### src/logic/ppmb_pkg.sv
// ----------------------------------------------------------------------------
// Register map, pin packing and reset values
// ----------------------------------------------------------------------------
package ppmb_pkg;
	// Byte offsets of the registers on the AHB-Lite bus.
	localparam logic [7:0] OFF_OUT0 = 8'h00;
	localparam logic [7:0] OFF_DIR0 = 8'h04;
	localparam logic [7:0] OFF_OUT1 = 8'h08;
	localparam logic [7:0] OFF_DIR1 = 8'h0C;
	localparam logic [7:0] OFF_OUT2 = 8'h10;
	localparam logic [7:0] OFF_DIR2 = 8'h14;
	localparam logic [7:0] OFF_OUT3 = 8'h18;
	localparam logic [7:0] OFF_DIR3 = 8'h1C;
	localparam logic [7:0] OFF_OUT5 = 8'h20;
	localparam logic [7:0] OFF_DIR5 = 8'h24;
	localparam logic [7:0] OFF_WPU = 8'h28;
	localparam logic [7:0] OFF_PU2 = 8'h2C;
	localparam logic [7:0] OFF_PU3 = 8'h30;
	localparam logic [7:0] OFF_CTL0 = 8'h34;
	localparam logic [7:0] OFF_CTL2 = 8'h38;
	localparam logic [7:0] OFF_CTL3 = 8'h3C;
	localparam logic [7:0] OFF_EDGE = 8'h40;
	localparam logic [7:0] OFF_PINS = 8'h44;
	localparam logic [7:0] OFF_STS = 8'h4C;
	localparam logic [7:0] OFF_MSK = 8'h50;
	// Positions of each port inside the packed pin vector.
	localparam int POS_P0 = 0;
	localparam int POS_P1 = 4;
	localparam int POS_P2 = 8;
	localparam int POS_P3 = 15;
	localparam int POS_P5 = 19;
	localparam int PIN_W = 23;
	// Field positions.
	localparam int CTL2_ASYNC = 7;
	localparam int EDGE_FALL = 4;
	localparam int STS_KEY = 4;
	// Values after reset.
	localparam logic [7:0] RST_DIR = 8'h00;
	localparam logic [7:0] RST_OUT = 8'h00;
	localparam logic [7:0] RST_PU = 8'h00;
	localparam logic [7:0] RST_CTL = 8'h00;
	localparam logic [7:0] RST_EDGE = 8'h00;
	localparam logic [4:0] RST_STS = 5'h00;
	localparam logic [4:0] RST_MSK = 5'h00;
	localparam logic [3:0] RST_KEY = 4'hF;
	localparam logic [2:0] HSIZE_WORD = 3'h2;
endpackage : ppmb_pkg

### src/logic/ppmb_sync.sv
`timescale 1ns/1ns
// ----------------------------------------------------------------------------
// Two-stage synchroniser for pin levels
// ----------------------------------------------------------------------------
module ppmb_sync #(parameter int W = 1) (
	// Clock and reset.
	input wire logic clk,
	input wire logic rst_n,
	// Asynchronous levels in, synchronised levels out.
	input wire logic [W-1:0] d,
	output logic [W-1:0] q
);
	logic [W-1:0] meta_ff;

	// The first stage feeds only the second stage, never any logic.
	always_ff @(posedge clk) begin
		if (!rst_n) begin
			meta_ff <= '0;
			q <= '0;
		end else begin
			meta_ff <= d;
			q <= meta_ff;
		end
	end
endmodule : ppmb_sync

### src/logic/ppmb_edge.sv
`timescale 1ns/1ns
// ----------------------------------------------------------------------------
// Edge detector with per-channel rising and falling enables
// ----------------------------------------------------------------------------
module ppmb_edge #(parameter int N = 1) (
	// Clock and reset.
	input wire logic clk,
	input wire logic rst_n,
	// Synchronised levels and edge enables.
	input wire logic [N-1:0] lvl,
	input wire logic [N-1:0] rise_en,
	input wire logic [N-1:0] fall_en,
	// One-cycle event pulses.
	output logic [N-1:0] evt
);
	logic [N-1:0] prev_ff;
	logic armed_ff;
	wire [N-1:0] rose = lvl & ~prev_ff;
	wire [N-1:0] fell = ~lvl & prev_ff;

	// The first cycle after reset is skipped so a high pin does not fake a rising edge.
	always_ff @(posedge clk) begin
		if (!rst_n) begin
			prev_ff <= '0;
			armed_ff <= 1'b0;
			evt <= '0;
		end else begin
			prev_ff <= lvl;
			armed_ff <= 1'b1;
			evt <= armed_ff ? ((rose & rise_en) | (fell & fall_en)) : '0;
		end
	end
endmodule : ppmb_edge

### src/logic/ppmb_top.sv
// Register access over AHB-Lite and the placing of the registers were decided locally.
`timescale 1ns/1ns
// Functional notes
// - In control mode the first port feeds its pin levels to key-return detection.
// - Second port: four bits, each direction set by its own direction bit.
// - One shared pull-up option enables second-port pull-ups, input bits only.
// - Third port: seven bits, direction chosen per bit in port mode.
// - Third-port pull-ups enabled per bit, only on input bits.
// - Third-port control mode carries timer output, two serial links, async pins.
// - Fourth port: four bits, per-bit direction and per-bit pull-up option.
// - Fourth-port control mode gives timer clock input, two timer outputs, interrupts.
// - Each external interrupt detects rising, falling or both edges as selected.
// - Fifth port: four-bit open-drain, per-bit direction, no software pull-ups.
// - Reset input is active low; holding it low resets everything.
module ppmb_top
	import ppmb_pkg::*;
(
	// Clock and reset.
	input wire logic SYS_CLK,
	input wire logic RESETN,
	// AHB-Lite slave.
	input wire logic HSEL,
	input wire logic [31:0] HADDR,
	input wire logic [1:0] HTRANS,
	input wire logic HWRITE,
	input wire logic [2:0] HSIZE,
	input wire logic [31:0] HWDATA,
	input wire logic HREADY,
	output logic [31:0] HRDATA,
	output logic HREADYOUT,
	output logic HRESP,
	// Interrupt.
	output logic IRQ,
	// First port pins.
	input wire logic [3:0] P0_I,
	output logic [3:0] P0_O,
	output logic [3:0] P0_OE,
	output logic [3:0] P0_PU,
	// Second port pins.
	input wire logic [3:0] P1_I,
	output logic [3:0] P1_O,
	output logic [3:0] P1_OE,
	output logic [3:0] P1_PU,
	// Third port pins.
	input wire logic [6:0] P2_I,
	output logic [6:0] P2_O,
	output logic [6:0] P2_OE,
	output logic [6:0] P2_PU,
	// Fourth port pins.
	input wire logic [3:0] P3_I,
	output logic [3:0] P3_O,
	output logic [3:0] P3_OE,
	output logic [3:0] P3_PU,
	// Fifth port open-drain pins.
	input wire logic [3:0] P5_I,
	output logic [3:0] P5_O,
	output logic [3:0] P5_OE,
	// Outputs of the on-chip peripherals.
	input wire logic WIDE_TIMER_OUTPUT,
	input wire logic TIMER_B_OUTPUT,
	input wire logic TIMER_C_OUTPUT,
	input wire logic SERIAL_A_DATA_OUT,
	input wire logic SERIAL_A_CLOCK_OUT,
	input wire logic SERIAL_B_DATA_OUT,
	input wire logic SERIAL_B_CLOCK_OUT,
	input wire logic ASYNC_TRANSMIT_OUT,
	// Inputs of the on-chip peripherals.
	output logic [3:0] KEY_RETURN_INPUTS,
	output logic SERIAL_A_DATA_IN,
	output logic SERIAL_A_CLOCK_IN,
	output logic SERIAL_B_DATA_IN,
	output logic SERIAL_B_CLOCK_IN,
	output logic ASYNC_RECEIVE_IN,
	output logic ASYNC_CLOCK_IN,
	output logic TIMER_C_EXT_COUNT_CLOCK
);
	// ------------------------------------------------------------------------
	// Pin synchronisers and edge detection
	// ------------------------------------------------------------------------
	logic [PIN_W-1:0] pin_s;
	logic [4:0] evt;
	logic [3:0] out0_ff, first_port_direction_reg_ff, ctl0_ff;
	logic [3:0] out1_ff, second_port_direction_reg_ff;
	logic [6:0] out2_ff, third_port_direction_reg_ff, third_port_bit_pullup_option_ff;
	logic [7:0] ctl2_ff, edge_ff;
	logic [3:0] out3_ff, fourth_port_direction_reg_ff, fourth_port_bit_pullup_option_ff;
	logic [3:0] ctl3_ff, out5_ff, fifth_port_direction_reg_ff;
	logic [1:0] whole_port_pullup_option_ff;
	logic [4:0] sts_ff, msk_ff;
	logic wr_pend_ff;
	logic [7:0] wr_addr_ff;

	ppmb_sync #(.W(PIN_W)) u_sync (
		.clk(SYS_CLK),
		.rst_n(RESETN),
		.d({P5_I, P3_I, P2_I, P1_I, P0_I}),
		.q(pin_s)
	);

	wire [3:0] p0_s = pin_s[POS_P0 +: 4];
	wire [3:0] p1_s = pin_s[POS_P1 +: 4];
	wire [6:0] p2_s = pin_s[POS_P2 +: 7];
	wire [3:0] p3_s = pin_s[POS_P3 +: 4];
	wire [3:0] p5_s = pin_s[POS_P5 +: 4];
	// Key-return idles high; a low on any routed key pin is a key press.
	wire key_idle = &(p0_s | ~ctl0_ff);

	// Channels 0..3 are the fourth-port interrupts, channel 4 the key return.
	ppmb_edge #(.N(5)) u_edge (
		.clk(SYS_CLK),
		.rst_n(RESETN),
		.lvl({key_idle, p3_s}),
		.rise_en({1'b0, edge_ff[3:0] & ctl3_ff}),
		.fall_en({|ctl0_ff, edge_ff[EDGE_FALL +: 4] & ctl3_ff}),
		.evt(evt)
	);

	// ------------------------------------------------------------------------
	// Bus decode
	// ------------------------------------------------------------------------
	function automatic logic hit(input logic pend, input logic [7:0] a, input logic [7:0] off);
		return pend && (a == off);
	endfunction : hit

	// Only whole-word transfers are taken; other sizes complete with no effect.
	wire acc = HSEL && HTRANS[1] && HREADY && (HSIZE == HSIZE_WORD);
	wire rd_acc = acc && !HWRITE;
	wire [7:0] ra = HADDR[7:0];
	wire [7:0] wa = wr_addr_ff;
	wire w_out0 = hit(wr_pend_ff, wa, OFF_OUT0);
	wire w_dir0 = hit(wr_pend_ff, wa, OFF_DIR0);
	wire w_out1 = hit(wr_pend_ff, wa, OFF_OUT1);
	wire w_dir1 = hit(wr_pend_ff, wa, OFF_DIR1);
	wire w_out2 = hit(wr_pend_ff, wa, OFF_OUT2);
	wire w_dir2 = hit(wr_pend_ff, wa, OFF_DIR2);
	wire w_out3 = hit(wr_pend_ff, wa, OFF_OUT3);
	wire w_dir3 = hit(wr_pend_ff, wa, OFF_DIR3);
	wire w_out5 = hit(wr_pend_ff, wa, OFF_OUT5);
	wire w_dir5 = hit(wr_pend_ff, wa, OFF_DIR5);
	wire w_wpu = hit(wr_pend_ff, wa, OFF_WPU);
	wire w_pu2 = hit(wr_pend_ff, wa, OFF_PU2);
	wire w_pu3 = hit(wr_pend_ff, wa, OFF_PU3);
	wire w_ctl0 = hit(wr_pend_ff, wa, OFF_CTL0);
	wire w_ctl2 = hit(wr_pend_ff, wa, OFF_CTL2);
	wire w_ctl3 = hit(wr_pend_ff, wa, OFF_CTL3);
	wire w_edge = hit(wr_pend_ff, wa, OFF_EDGE);
	wire w_sts = hit(wr_pend_ff, wa, OFF_STS);
	wire w_msk = hit(wr_pend_ff, wa, OFF_MSK);

	// ------------------------------------------------------------------------
	// Next register values
	// ------------------------------------------------------------------------
	// Writes land at the end of the data phase and act on the pins at that same edge.
	wire [3:0] nxt_out0 = w_out0 ? HWDATA[3:0] : out0_ff;
	wire [3:0] nxt_dir0 = w_dir0 ? HWDATA[3:0] : first_port_direction_reg_ff;
	wire [3:0] nxt_out1 = w_out1 ? HWDATA[3:0] : out1_ff;
	wire [3:0] nxt_dir1 = w_dir1 ? HWDATA[3:0] : second_port_direction_reg_ff;
	wire [6:0] nxt_out2 = w_out2 ? HWDATA[6:0] : out2_ff;
	wire [6:0] nxt_dir2 = w_dir2 ? HWDATA[6:0] : third_port_direction_reg_ff;
	wire [3:0] nxt_out3 = w_out3 ? HWDATA[3:0] : out3_ff;
	wire [3:0] nxt_dir3 = w_dir3 ? HWDATA[3:0] : fourth_port_direction_reg_ff;
	wire [3:0] nxt_out5 = w_out5 ? HWDATA[3:0] : out5_ff;
	wire [3:0] nxt_dir5 = w_dir5 ? HWDATA[3:0] : fifth_port_direction_reg_ff;
	wire [1:0] nxt_wpu = w_wpu ? HWDATA[1:0] : whole_port_pullup_option_ff;
	wire [6:0] nxt_pu2 = w_pu2 ? HWDATA[6:0] : third_port_bit_pullup_option_ff;
	wire [3:0] nxt_pu3 = w_pu3 ? HWDATA[3:0] : fourth_port_bit_pullup_option_ff;
	wire [3:0] nxt_ctl0 = w_ctl0 ? HWDATA[3:0] : ctl0_ff;
	wire [7:0] nxt_ctl2 = w_ctl2 ? HWDATA[7:0] : ctl2_ff;
	wire [3:0] nxt_ctl3 = w_ctl3 ? HWDATA[3:0] : ctl3_ff;
	wire [7:0] nxt_edge = w_edge ? HWDATA[7:0] : edge_ff;
	wire [4:0] nxt_msk = w_msk ? HWDATA[4:0] : msk_ff;
	// A new event wins over a write-one-to-clear in the same cycle.
	wire [4:0] nxt_sts = (sts_ff & ~(w_sts ? HWDATA[4:0] : 5'h00)) | evt;

	// ------------------------------------------------------------------------
	// Pin drive and pull-ups
	// ------------------------------------------------------------------------
	// Direction bit high means output; key-return pins are always inputs.
	wire async_sel = nxt_ctl2[CTL2_ASYNC];
	wire [6:0] alt2 = {WIDE_TIMER_OUTPUT, 1'b0,
		async_sel ? ASYNC_TRANSMIT_OUT : SERIAL_B_DATA_OUT,
		SERIAL_B_CLOCK_OUT, 1'b0, SERIAL_A_DATA_OUT, SERIAL_A_CLOCK_OUT};
	wire [3:0] alt3 = {1'b0, TIMER_C_OUTPUT, TIMER_B_OUTPUT, 1'b0};
	wire [3:0] nxt_oe0 = nxt_dir0 & ~nxt_ctl0;
	wire [3:0] nxt_pu0 = {4{nxt_wpu[0]}} & ~nxt_oe0;
	wire [3:0] nxt_pu1 = {4{nxt_wpu[1]}} & ~nxt_dir1;
	wire [6:0] nxt_o2 = (nxt_ctl2[6:0] & alt2) | (~nxt_ctl2[6:0] & nxt_out2);
	wire [6:0] nxt_pu2_pin = nxt_pu2 & ~nxt_dir2;
	wire [3:0] nxt_o3 = (nxt_ctl3 & alt3) | (~nxt_ctl3 & nxt_out3);
	wire [3:0] nxt_pu3_pin = nxt_pu3 & ~nxt_dir3;
	// Open drain only ever pulls low; a one in the latch releases the pin.
	wire [3:0] nxt_oe5 = nxt_dir5 & ~nxt_out5;

	// Every pad signal is a flop so the pins never glitch on decode.
	always_ff @(posedge SYS_CLK) begin
		if (!RESETN) begin
			P0_OE <= RST_DIR[3:0];
			P1_OE <= RST_DIR[3:0];
			P2_OE <= RST_DIR[6:0];
			P3_OE <= RST_DIR[3:0];
			P5_OE <= RST_DIR[3:0];
		end else begin
			P0_OE <= nxt_oe0;
			P1_OE <= nxt_dir1;
			P2_OE <= nxt_dir2;
			P3_OE <= nxt_dir3;
			P5_OE <= nxt_oe5;
		end
	end

	// Output values and pull-up enables.
	always_ff @(posedge SYS_CLK) begin
		if (!RESETN) begin
			{P0_O, P1_O, P3_O, P5_O} <= {RST_OUT[7:0], RST_OUT[7:0]};
			P2_O <= RST_OUT[6:0];
			{P0_PU, P1_PU, P3_PU} <= {RST_PU[3:0], RST_PU[7:0]};
			P2_PU <= RST_PU[6:0];
		end else begin
			{P0_O, P1_O, P3_O, P5_O} <= {nxt_out0, nxt_out1, nxt_o3, 4'h0};
			P2_O <= nxt_o2;
			{P0_PU, P1_PU, P3_PU} <= {nxt_pu0, nxt_pu1, nxt_pu3_pin};
			P2_PU <= nxt_pu2_pin;
		end
	end

	// ------------------------------------------------------------------------
	// Routing of pin levels to peripherals
	// ------------------------------------------------------------------------
	// Unrouted peripheral inputs rest low, key returns rest high.
	always_ff @(posedge SYS_CLK) begin
		if (!RESETN) begin
			KEY_RETURN_INPUTS <= RST_KEY;
			{SERIAL_A_DATA_IN, SERIAL_A_CLOCK_IN, SERIAL_B_DATA_IN} <= 3'h0;
			{SERIAL_B_CLOCK_IN, ASYNC_RECEIVE_IN, ASYNC_CLOCK_IN} <= 3'h0;
			TIMER_C_EXT_COUNT_CLOCK <= 1'b0;
		end else begin
			KEY_RETURN_INPUTS <= p0_s | ~ctl0_ff;
			SERIAL_A_CLOCK_IN <= ctl2_ff[0] & p2_s[0];
			SERIAL_A_DATA_IN <= ctl2_ff[2] & p2_s[2];
			SERIAL_B_CLOCK_IN <= ctl2_ff[3] & ~ctl2_ff[CTL2_ASYNC] & p2_s[3];
			ASYNC_CLOCK_IN <= ctl2_ff[3] & ctl2_ff[CTL2_ASYNC] & p2_s[3];
			SERIAL_B_DATA_IN <= ctl2_ff[5] & ~ctl2_ff[CTL2_ASYNC] & p2_s[5];
			ASYNC_RECEIVE_IN <= ctl2_ff[5] & ctl2_ff[CTL2_ASYNC] & p2_s[5];
			TIMER_C_EXT_COUNT_CLOCK <= ctl3_ff[1] & p3_s[1];
		end
	end

	// ------------------------------------------------------------------------
	// Register file
	// ------------------------------------------------------------------------
	// Synchronous active-low reset returns every control bit to its idle value.
	always_ff @(posedge SYS_CLK) begin
		if (!RESETN) begin
			{out0_ff, first_port_direction_reg_ff, ctl0_ff} <= {RST_OUT[3:0], RST_DIR[3:0], RST_CTL[3:0]};
			{out1_ff, second_port_direction_reg_ff} <= {RST_OUT[3:0], RST_DIR[3:0]};
			{out2_ff, third_port_direction_reg_ff} <= {RST_OUT[6:0], RST_DIR[6:0]};
			{out3_ff, fourth_port_direction_reg_ff} <= {RST_OUT[3:0], RST_DIR[3:0]};
			{out5_ff, fifth_port_direction_reg_ff} <= {RST_OUT[3:0], RST_DIR[3:0]};
			whole_port_pullup_option_ff <= RST_PU[1:0];
			third_port_bit_pullup_option_ff <= RST_PU[6:0];
			fourth_port_bit_pullup_option_ff <= RST_PU[3:0];
			{ctl2_ff, ctl3_ff, edge_ff} <= {RST_CTL, RST_CTL[3:0], RST_EDGE};
			{sts_ff, msk_ff} <= {RST_STS, RST_MSK};
		end else begin
			{out0_ff, first_port_direction_reg_ff, ctl0_ff} <= {nxt_out0, nxt_dir0, nxt_ctl0};
			{out1_ff, second_port_direction_reg_ff} <= {nxt_out1, nxt_dir1};
			{out2_ff, third_port_direction_reg_ff} <= {nxt_out2, nxt_dir2};
			{out3_ff, fourth_port_direction_reg_ff} <= {nxt_out3, nxt_dir3};
			{out5_ff, fifth_port_direction_reg_ff} <= {nxt_out5, nxt_dir5};
			whole_port_pullup_option_ff <= nxt_wpu;
			third_port_bit_pullup_option_ff <= nxt_pu2;
			fourth_port_bit_pullup_option_ff <= nxt_pu3;
			{ctl2_ff, ctl3_ff, edge_ff} <= {nxt_ctl2, nxt_ctl3, nxt_edge};
			{sts_ff, msk_ff} <= {nxt_sts, nxt_msk};
		end
	end

	// Read data use the next values so a read right after a write sees it.
	logic [31:0] rd_mux;
	always_comb begin
		rd_mux = 32'h0000_0000;
		case (ra)
			OFF_OUT0: rd_mux[3:0] = nxt_out0;
			OFF_DIR0: rd_mux[3:0] = nxt_dir0;
			OFF_OUT1: rd_mux[3:0] = nxt_out1;
			OFF_DIR1: rd_mux[3:0] = nxt_dir1;
			OFF_OUT2: rd_mux[6:0] = nxt_out2;
			OFF_DIR2: rd_mux[6:0] = nxt_dir2;
			OFF_OUT3: rd_mux[3:0] = nxt_out3;
			OFF_DIR3: rd_mux[3:0] = nxt_dir3;
			OFF_OUT5: rd_mux[3:0] = nxt_out5;
			OFF_DIR5: rd_mux[3:0] = nxt_dir5;
			OFF_WPU: rd_mux[1:0] = nxt_wpu;
			OFF_PU2: rd_mux[6:0] = nxt_pu2;
			OFF_PU3: rd_mux[3:0] = nxt_pu3;
			OFF_CTL0: rd_mux[3:0] = nxt_ctl0;
			OFF_CTL2: rd_mux[7:0] = nxt_ctl2;
			OFF_CTL3: rd_mux[3:0] = nxt_ctl3;
			OFF_EDGE: rd_mux[7:0] = nxt_edge;
			OFF_PINS: rd_mux[PIN_W-1:0] = {p5_s, p3_s, p2_s, p1_s, p0_s};
			OFF_STS: rd_mux[4:0] = nxt_sts;
			OFF_MSK: rd_mux[4:0] = nxt_msk;
			default: rd_mux = 32'h0000_0000;
		endcase
	end

	// Zero-wait slave: the address phase is latched, data complete one cycle later.
	always_ff @(posedge SYS_CLK) begin
		if (!RESETN) begin
			{wr_pend_ff, wr_addr_ff, HRDATA} <= {1'b0, 8'h00, 32'h0000_0000};
			{HREADYOUT, HRESP, IRQ} <= 3'h4;
		end else begin
			wr_pend_ff <= acc && HWRITE;
			wr_addr_ff <= HREADY ? ra : wr_addr_ff;
			HRDATA <= rd_acc ? rd_mux : HRDATA;
			{HREADYOUT, HRESP} <= 2'h2;
			IRQ <= |(nxt_sts & nxt_msk);
		end
	end
endmodule : ppmb_top

### config.mk
export PLATFORM = sky130hd
export DESIGN_NAME = ppmb_top
export DESIGN_NICKNAME = d
export VERILOG_FILES = /design/src/logic/ppmb_pkg.sv /design/src/logic/ppmb_sync.sv /design/src/logic/ppmb_edge.sv /design/src/logic/ppmb_top.sv
export SDC_FILE = /design/constraint.sdc
export NUM_CORES = 1
export LEC_CHECK = 0
export BUFFER_PORTS_ARGS = -buffer_cell sky130_fd_sc_hd__buf_2
export CORE_ASPECT_RATIO = 0.9
export CORE_MARGIN = 2
export CORE_UTILIZATION = 60
export CTS_BUF_LIST = sky130_fd_sc_hd__clkbuf_4
export DETAILED_ROUTE_END_ITERATION = 12
export PLACE_DENSITY = 0.92
export RECOVER_POWER = 100
export SLEW_MARGIN = 20
export SYNTH_ARGS = -nofsm -noshare
export SYNTH_HDL_FRONTEND = slang
export SYNTH_SLANG_ARGS = --single-unit
### constraint.sdc
create_clock -name SYS_CLK -period 6.32 [get_ports SYS_CLK]
set_input_delay 0.948 -clock SYS_CLK [delete_from_list [all_inputs] [get_ports SYS_CLK]]
set_output_delay 0.948 -clock SYS_CLK [all_outputs]
set_load 0.05 [all_outputs]
==> impl_metrics.json, run 1 <==
{
  "p_int_mw": 2.10,
  "fp.coreArea_um2": 14800,
  "finalHoldViolations": 0,
  "setup_violations": 0,
  "fillers": 1189,
  "multiInputGateArea_um2": 4220,
  "worstSkewPairLatency_ns": 0.66,
  "synthArstFlopShare_pct": 0,
  "cts_buffer_depth": 3,
  "swShare_pct": 24.7,
  "grt_usage_pct": 32.0,
  "cts_buffers": 53,
  "period_minus_slack_ns": 4.08,
  "grt_max_degree": 84,
  "rows": 42,
  "rsz0062_at_grt": "no",
  "postCtsSetupRepairBufs": 0,
  "slew_violations": 134,
  "synth_top_cells_by_count": "232 x dfxtp_1, 116 x nor2_1, 88 x and2_1",
  "yosys.area_share.adder_pct": 0,
  "synth_edf_count": 0,
  "timing.setup.tns_ns": 0,
  "synth_seq_cells": 232,
  "min_from": "u_edge.prev_ff[4]$_SDFF_PN0_",
  "dr.pass1.iters": 5,
  "p_leak_nw": 4.35,
  "antenna_found_initial": 2,
  "synth_top_area_cell": "dfxtp_1",
  "drive_gt1_share_pct": 14.8,
  "crit_arrival_ns": 4.65,
  "status": "finished with violations",
  "synthTopCellsByArea": "dfxtp_1 51%, mux2i_1 8.2%, and2_1 6.0%, nor2_1 4.7%, nand3_1 3.5%",
  "synthMuxAreaShare_pct": 10.3,
  "htree_levels": 2,
  "power_density_nw_per_um2": 264,
  "synth_compound_area_share_pct": 10.2,
  "tritoncts": "yes",
  "tightest_slew_ns": 1.87,
  "num_vias": 8172,
  "cpPeakStageDelay_ns": 1.45,
  "path_class": "input port to register",
  "floorplan.initialDensity_pct": 62.0,
  "drt-wirelength-per-cell_um": 19.2,
  "wl_um": 26400,
  "yosys.area_share.simple_pct": 24.6,
  "finalClockSkew_ns": 0.0233,
  "holdPathEnd": "u_edge.evt[4]$_SDFF_PN0_",
  "drc": 0,
  "die_y_um": 121,
  "synth_cell_type_count": 64,
  "slew_headroom_pct": -24.8,
  "power_frac_comb_pct": 4.7,
  "slowest_stage": "clkinvlp_2",
  "overflow": 0,
  "post_cts_resized": 0,
  "holdPathStages": 2,
  "top_level_ports": 216,
  "place_ws_ns": 2.61,
  "ir_drop_v": 0.000164,
  "cts-hold-fix-buffers": 0,
  "syn2layout_area_growth_pct": 14.7,
  "seq_area_um2": 4640,
  "nets": 1240,
  "critPathLaunchType": "input port",
  "mappedNetlistArea_um2": 9190,
  "synth_top_area_share_pct": 50.6,
  "root_buffer": "clkbuf_4",
  "numClockSinks": 232,
  "via_per_inst": 5.94,
  "path_clk_slew_ns": 0.07,
  "rr_worst_depth": 6,
  "violations": "max-capacitance violations, max-slew violations",
  "cpLargestDelayFamily": "buffers and inverters",
  "avgSynthCellArea_um2": 9.31,
  "cp-end-kind": "register",
  "min_path_type": "register to register",
  "power.switching_uw": 687,
  "r2r-end": "HRDATA[3]$_SDFFE_PN0P_",
  "maxCapViolCount": 4,
  "r2r_slack_ns": 2.36,
  "synth-main-ff-cell": "dfxtp_1",
  "die_w_um": 134,
  "synthXorXnorAreaFrac_pct": 0,
  "place_congestion": 0.997,
  "seq_area_frac_synth_pct": 50.6,
  "max_freq_ghz": 0.245,
  "synth_top_family_by_area": "simple AND/OR/NAND/NOR gates",
  "period_share_pct": 64.6,
  "crit_chain": "buf_2 -> buf_4 -> clkinvlp_2 -> clkbuf_1 -> nor2_1 -> and2_0",
  "ant_nets": 0,
  "io_buffers": 151,
  "crit_buf_inv": 4,
  "synth_most_common_cell": "dfxtp_1",
  "required_ns": 6.89,
  "grt_pass1_vias": 7703,
  "dieArea_um2": 16300,
  "synthCells": 987,
  "dpl.hpwl_um": 18400,
  "cp_max_fo": 83,
  "r2r_start": "wa[3]$_SDFFE_PN0P_",
  "seqPwrFrac_pct": 53.6,
  "whs_ns": 0.429,
  "yosys_warnings": 0,
  "path_depth": 6,
  "first_iter_violations": 1039,
  "p_clk_share_pct": 41.7,
  "fin_ws_ns": 2.24,
  "grt_pass1_wl_um": 40700
}
[power by group through the flow]
stage / Clock [mW] / Combinational [mW] / Sequential, mW
final: 1.16 / 0.131 / 1.49
after global routing: 1.25 / 0.140 / 1.49
after global placement: 0 / 0.127 / 1.53
after floorplan: 0 / 0.0979 / 1.52
after CTS: 1.17 / 0.128 / 1.49
after detailed placement: 0 / 0.128 / 1.53
[registers in the layout, indices dropped and copies added (netlist names), 5 cells and up]
register	cells
out2_ff	7
HRDATA	23
third_port_direction_reg_ff	7
ctl2_ff	8
P2_O	7
wa	8
u_edge.prev_ff	5
u_sync.q	23
msk_ff	5
edge_ff	8
u_sync.meta_ff	23
third_port_bit_pullup_option_ff	7
sts_ff	5
u_edge.evt	5
P2_PU	7
[logic make-up after synthesis]
group	after synthesis
AOI/OAI and AO/OA	140
and+or+nand+nor	431
other	2
DFF	232
muxes	92
buffers and inverters	90
[worst min-delay path: stages, from the launching register on]
cell and delay [ns]:
dfxtp_1 0.30, nand2_1 0.05, nor3_1 0.04
[how the worst max path moves through the flow]
stage	from	to	slack, ns
floorplan	HREADY	HRDATA[2]$_SDFFE_PN0P_	3.31
global placement	wa[3]$_SDFFE_PN0P_	HRDATA[3]$_SDFFE_PN0P_	2.63
detailed placement	wa[3]$_SDFFE_PN0P_	HRDATA[3]$_SDFFE_PN0P_	2.61
CTS	wa[3]$_SDFFE_PN0P_	HRDATA[3]$_SDFFE_PN0P_	2.59
global route	RESETN	P2_O[2]$_SDFF_PN0_	1.92
finish	RESETN	P2_O[2]$_SDFF_PN0_	2.24
[through the flow]
| stage | util [%] | cell area, um^2 | std cells | power [mW] |
|---|---|---|---|---|
| after floorplan | - | 9240 | 1000 | 1.62 |
| after global placement | 67.4 | 9990 | 1278 | 1.65 |
| after detailed placement | 67.4 | 9990 | 1278 | 1.65 |
| after CTS | 72.0 | 10700 | 1374 | 2.79 |
| after global routing | 71.1 | 10500 | 1375 | 2.89 |
| final | 71.1 | 10500 | 1375 | 2.78 |
[cell usage in the layout (no fill, tap or decap), types with 15 or more instances in the layout]
master	synthesis	final
clkbuf_1	62	98
nor3_1	15	16
buf_2	4	55
clkbuf_4	0	80
a21oi_1	49	49
nand3_1	65	65
conb_1	2	15
mux2i_1	75	75
nor2_1	116	116
and2_0	0	26
and2_1	88	62
nand2_1	65	65
dfxtp_1	232	232
o22ai_1	21	21
[layer usage]
layer  up-vias  routed length [um]  track usage, %  part of all wire, %
li1       3767                   -               -                    -
met1      3824               11000            43.1                   42
met2       505               11400            48.6                   43
met3        74                3120            9.31                   12
met4         2                 855            12.3                  3.2
met5         -                  11               0                0.042
[layout make-up]
class                   instances  share of cell area (%)
diodes                          1                  0.0237
flip-flops and latches        232                    44.1
well taps                     198                    2.35
multi-input cells             678                    40.1
clock buffers                  80                    5.70
repair buffers                163                    6.82
clock inverters                16                   0.712
inverters                       7                   0.261
Power figures use the tool's default switching activity.
==> run 2, diff against run 1 <==
--- a/config.mk
+++ b/config.mk
@@ -8,10 +8,10 @@
 export BUFFER_PORTS_ARGS = -buffer_cell sky130_fd_sc_hd__buf_2
 export CORE_ASPECT_RATIO = 0.9
 export CORE_MARGIN = 2
-export CORE_UTILIZATION = 60
+export CORE_UTILIZATION = 50
 export CTS_BUF_LIST = sky130_fd_sc_hd__clkbuf_4
 export DETAILED_ROUTE_END_ITERATION = 12
-export PLACE_DENSITY = 0.92
+export PLACE_DENSITY = 0.82
 export RECOVER_POWER = 100
 export SLEW_MARGIN = 20
 export SYNTH_ARGS = -nofsm -noshare
==> constraint.sdc (replaced) <==
create_clock -name SYS_CLK -period 3.44 [get_ports SYS_CLK]
set_input_delay 0.516 -clock SYS_CLK [delete_from_list [all_inputs] [get_ports SYS_CLK]]
set_output_delay 0.516 -clock SYS_CLK [all_outputs]
set_load 0.05 [all_outputs]
==> impl_metrics.json, run 2 (synthesized netlist as in run 1, its figures left out) <==
{
  "cpLargestDelayFamily": "simple AND/OR/NAND/NOR gates",
  "maxCapViolCount": 1,
  "grt_max_degree": 83,
  "die_w_um": 147,
  "wl_um": 27700,
  "swShare_pct": 24.6,
  "status": "finished with violations",
  "dieArea_um2": 19500,
  "cp_common_cell": "clkbuf_1",
  "max_freq_ghz": 0.316,
  "power_frac_comb_pct": 4.9,
  "drive_gt1_share_pct": 15.3,
  "via_per_inst": 5.61,
  "min_path_type": "input port to register",
  "dr.pass1.iters": 6,
  "syn2layout_area_growth_pct": 17.9,
  "crit_chain": "clkbuf_1 -> nor4bb_1 -> clkbuf_1 -> nand3_1 -> clkbuf_1 -> mux2i_1 -> o22ai_1 -> or4_1 -> o221a_1",
  "seqPwrFrac_pct": 51.9,
  "nets": 1275,
  "die_y_um": 133,
  "slew_violations": 83,
  "cp-end-kind": "register",
  "cpPeakStageDelay_ns": 0.58,
  "p_clk_share_pct": 43.2,
  "final_common_cell": "dfxtp_1",
  "crit_arrival_ns": 3.72,
  "power_density_nw_per_um2": 487,
  "violations": "max-capacitance violations, max-slew violations",
  "finalHoldViolations": 0,
  "antenna_found_initial": 1,
  "numClockSinks": 232,
  "cts_buffers": 57,
  "place_congestion": 1.03,
  "grt_pass1_vias": 7546,
  "timing.setup.tns_ns": 0,
  "root_buffer": "clkbuf_4",
  "cp_max_fo": 8,
  "post_cts_resized": 0,
  "num_vias": 8188,
  "overflow": 0,
  "final_cell_mix": "232 x dfxtp_1, 116 x nor2_1, 114 x clkbuf_1",
  "rsz0062_at_grt": "no",
  "top_level_ports": 216,
  "finalClockSkew_ns": 0.0381,
  "reg_top3": "HRDATA (23), u_sync.meta_ff (23), u_sync.q (23)",
  "dpl.hpwl_um": 19600,
  "rows": 47,
  "p_int_mw": 3.98,
  "slew_headroom_pct": -105,
  "worstSkewPairLatency_ns": 0.69,
  "grt_usage_pct": 27.7,
  "ant_nets": 0,
  "postCtsSetupRepairBufs": 0,
  "cts-hold-fix-buffers": 0,
  "slowest_stage": "or4_1",
  "p_leak_nw": 4.45,
  "first_iter_violations": 1012,
  "drc": 0,
  "power.switching_mw": 1.30,
  "tightest_slew_ns": 3.08,
  "cts_buffer_depth": 3,
  "fp.coreArea_um2": 18200,
  "drt-wirelength-per-cell_um": 19.0,
  "crit_buf_inv": 3,
  "critPathLaunchType": "register",
  "period_share_pct": 92.0,
  "grt_pass1_wl_um": 42200,
  "required_ns": 4.00,
  "ir_drop_v": 0.000282,
  "htree_levels": 2,
  "setup_violations": 0,
  "path_clk_slew_ns": 0.07,
  "period_minus_slack_ns": 3.16,
  "place_area_um2": 10300,
  "tritoncts": "yes",
  "path_class": "register to register",
  "floorplan.initialDensity_pct": 50.6,
  "final_cell_area_um2": 10800,
  "whs_ns": 0.0323,
  "io_buffers": 151
}
[run 2: power groups by stage]
| stage | combinational, mW | clock [mW] | sequential [mW] |
|---|---|---|---|
| 2_1_floorplan | 0.180 | 0 | 2.79 |
| 3_3_place_gp | 0.253 | 0 | 2.80 |
| 3_5_place_dp | 0.255 | 0 | 2.80 |
| 4_1_cts | 0.256 | 2.31 | 2.74 |
| 5_1_grt | 0.276 | 2.45 | 2.74 |
| 6_report | 0.258 | 2.28 | 2.74 |
[run 2: metal layers]
metal / vias to the layer above / part of all wire (%) / GRT usage (%)
met4: 0 / 3.1 / 11.0
li1: 3844 / - / -
met5: - / 0 / 0
met1: 3810 / 44 / 39.7
met3: 77 / 10 / 6.76
met2: 457 / 42 / 40.0
[run 2: metrics by stage]
stage	utilization (%)	setup WS, ns	power, mW	instances
after floorplan	-	0.863	2.97	1000
after global placement	56.6	0.600	3.05	1356
after detailed placement	56.6	0.564	3.06	1356
after CTS	60.7	0.574	5.30	1457
after global routing	59.6	0.193	5.47	1458
final	59.6	0.275	5.28	1459
[run 2: path summary, 6_finish.rpt]
| kind | from | endpoint | slack, ns | cells past startpoint |
|---|---|---|---|---|
| setup / recovery | wa[0]$_SDFFE_PN0P_ | HRDATA[0]$_SDFFE_PN0P_ | 0.28 | 9 |
| hold / removal | P2_I[5] | u_sync.meta_ff[13]$_SDFF_PN0_ | 0.03 | 2 |
| setup reg to reg | wa[0]$_SDFFE_PN0P_ | HRDATA[0]$_SDFFE_PN0P_ | 0.28 | 9 |
| hold reg to reg | u_sync.meta_ff[16]$_SDFF_PN0_ | u_sync.q[16]$_SDFF_PN0_ | 0.42 | 1 |
[run 2: layout make-up]
| type | count | area, um^2 |
|---|---|---|
| Clock inverter | 25 | 159 |
| Clock buffer | 76 | 571 |
| Sequential cell | 232 | 4640 |
| Inverter | 7 | 27.5 |
| Multi-Input combinational cell | 678 | 4210 |
| Timing Repair Buffer | 194 | 908 |
| Fill cell | 1644 | 7340 |
| Tap cell | 245 | 307 |
| Antenna cell | 2 | 5.00 |
==> run 3, diff against run 2 <==
--- a/config.mk
+++ b/config.mk
@@ -5,6 +5,7 @@
 export SDC_FILE = /design/constraint.sdc
 export NUM_CORES = 1
 export LEC_CHECK = 0
+export ABC_AREA = 1
 export BUFFER_PORTS_ARGS = -buffer_cell sky130_fd_sc_hd__buf_2
 export CORE_ASPECT_RATIO = 0.9
 export CORE_MARGIN = 2
==> impl_metrics.json, run 3 <==
{
  "synthCells": 1293,
  "swShare_pct": 24.6,
  "setup_violations": 0,
  "ant_nets": 0,
  "final_common_cell": "nand2_1",
  "timing.setup.tns_ns": 0,
  "yosys_warnings": 0,
  "num_vias": 8854,
  "synth_most_common_cell": "nand2_1",
  "cts_buffer_depth": 3,
  "p_int_mw": 3.95,
  "reg_top3": "HRDATA (23), u_sync.meta_ff (23), u_sync.q (23)",
  "synthArstFlopShare_pct": 0,
  "power_mw": 5.24,
  "die_y_um": 133,
  "numClockSinks": 232,
  "maxCapViolCount": 0,
  "floorplan.initialDensity_pct": 50.7,
  "die_w_um": 148,
  "grt_pass1_vias": 8016,
  "place_area_um2": 10200,
  "crit_chain": "nand3_1 -> nor2_1 -> nand2_1 -> o21ai_0 -> nor2_1 -> nor2_1 -> nand2_1 -> nor2_1 -> nand2_1 -> nand2_1 -> a21oi_1",
  "avgSynthCellArea_um2": 7.18,
  "period_share_pct": 80.4,
  "whs_ns": 0.0577,
  "postCtsSetupRepairBufs": 0,
  "drt-wirelength-per-cell_um": 14.8,
  "final_cell_area_um2": 11000,
  "nets": 1603,
  "final_util_pct": 60.1,
  "cp-end-kind": "register",
  "seqPwrFrac_pct": 52.3,
  "synth_top_area_share_pct": 50.0,
  "p_leak_nw": 5.12,
  "tightest_slew_ns": 1.24,
  "synthTopCellsByArea": "dfxtp_1 50%, nand2_1 14%, nor2_1 7.5%, inv_1 7.3%, nand3_1 6.0%",
  "synth_seq_cells": 232,
  "p_clk_share_pct": 42.9,
  "drive_gt1_share_pct": 10.7,
  "power_frac_comb_pct": 4.9,
  "synth_top_area_cell": "dfxtp_1",
  "grt_max_degree": 72,
  "cpPeakStageDelay_ns": 0.59,
  "required_ns": 3.96,
  "place_inst": 1661,
  "synth-main-ff-cell": "dfxtp_1",
  "crit_buf_inv": 0,
  "finalClockSkew_ns": 0.0653,
  "tritoncts": "yes",
  "slew_violations": 0,
  "finalHoldViolations": 0,
  "fp.coreArea_um2": 18300,
  "cts-hold-fix-buffers": 23,
  "drc": 0,
  "path_clk_slew_ns": 0.06,
  "period_minus_slack_ns": 2.76,
  "synth_cell_type_count": 37,
  "dpl.hpwl_um": 19100,
  "max_freq_ghz": 0.362,
  "mappedNetlistArea_um2": 9280,
  "worstSkewPairLatency_ns": 0.71,
  "antenna_found_initial": 2,
  "grt_pass1_wl_um": 41000,
  "instances_no_fill": 1782,
  "synth_edf_count": 0,
  "rsz0062_at_grt": "no",
  "dr.pass1.iters": 6,
  "root_buffer": "clkbuf_4",
  "path_class": "register to register",
  "power.switching_mw": 1.29,
  "first_iter_violations": 787,
  "io_buffers": 151,
  "place_ws_ns": 0.817,
  "place_congestion": 0.962,
  "overflow": 0,
  "grt_usage_pct": 26.5,
  "top_level_ports": 216,
  "seq_area_frac_synth_pct": 50.0,
  "post_cts_resized": 0,
  "final_cell_mix": "357 x nand2_1, 232 x dfxtp_1, 187 x nor2_1",
  "slowest_stage": "dfxtp_1",
  "wl_um": 26500,
  "via_per_inst": 4.97,
  "rows": 47,
  "fin_ws_ns": 0.676,
  "ir_drop_v": 0.000297,
  "crit_arrival_ns": 3.28,
  "cp_max_fo": 12,
  "critPathLaunchType": "register",
  "power_density_nw_per_um2": 477,
  "cp-startpoint": "wr_pend_ff$_SDFF_PN0_",
  "r2r_start": "wr_pend_ff$_SDFF_PN0_",
  "synth_top_cells_by_count": "354 x nand2_1, 232 x dfxtp_1, 185 x nor2_1",
  "status": "completed",
  "dieArea_um2": 19700,
  "cts_buffers": 57,
  "min_from": "HWRITE",
  "syn2layout_area_growth_pct": 18.4,
  "min_path_type": "input port to register",
  "cpLargestDelayFamily": "simple AND/OR/NAND/NOR gates",
  "htree_levels": 2,
  "slew_headroom_pct": 17.4
}
## run 3: cell count changes in the layout (fill, tap and decap cells not counted), moves of 14 or more
cell and change:
a21oi_1 -17, and2_0 -43, and2_1 -37, buf_4 -21, clkbuf_1 -14, dlygate4sd3_1 +23
inv_1 +175, mux2i_1 -73, nand2_1 +292, nand3_1 +45, nor2_1 +71, o21ai_0 +19
o22ai_1 -19
## run 3: worst min-delay path, cell delays in order
cell and delay [ns]:
buf_2 0.11, nand2_1 0.05, nor2_1 0.03
## run 3: power by group through the flow
stage                     combinational (mW)  clock (mW)  sequential [mW]
after global placement                 0.233           0             2.80
after floorplan                        0.166           0             2.80
after detailed placement               0.235           0             2.80
after global routing                   0.278        2.43             2.74
final                                  0.255        2.25             2.74
after CTS                              0.255        2.30             2.74
## run 3: final timing paths
check                                          endpoint  slack, ns  cells after the start
worst max-delay path             HRDATA[1]$_SDFFE_PN0P_       0.68                     11
worst min-delay path              wr_pend_ff$_SDFF_PN0_       0.06                      3
worst max register to register   HRDATA[1]$_SDFFE_PN0P_       0.68                     11
worst min register to register  u_sync.q[20]$_SDFF_PN0_       0.41                      2
## run 3: area by class of cell
type	count	area, um^2
clock buffers	74	556
flip-flops and latches	232	4640
multi-input cells	840	3720
inverters	185	696
fillers	1717	7300
diodes	2	5.00
well taps	245	307
clock inverters	22	155
repair buffers	182	913
## run 3: layer usage
layer | GRT usage [%] | wire length [um] | vias up
li1 | - | - | 4432
met1 | 36.9 | 11800 | 4015
met2 | 41.0 | 11700 | 354
met3 | 5.14 | 2240 | 53
met4 | 9.72 | 677 | 0
met5 | 0 | 0 | -
## run 3: kinds of logic after synthesis
family	after synthesis	share of synthesized area [%]
DFF	232	50.0
muxes	2	0.216
buffers and inverters	234	10.2
AOI/OAI and AO/OA	116	7.47
and+or+nand+nor	707	32.0
other	2	0.0809
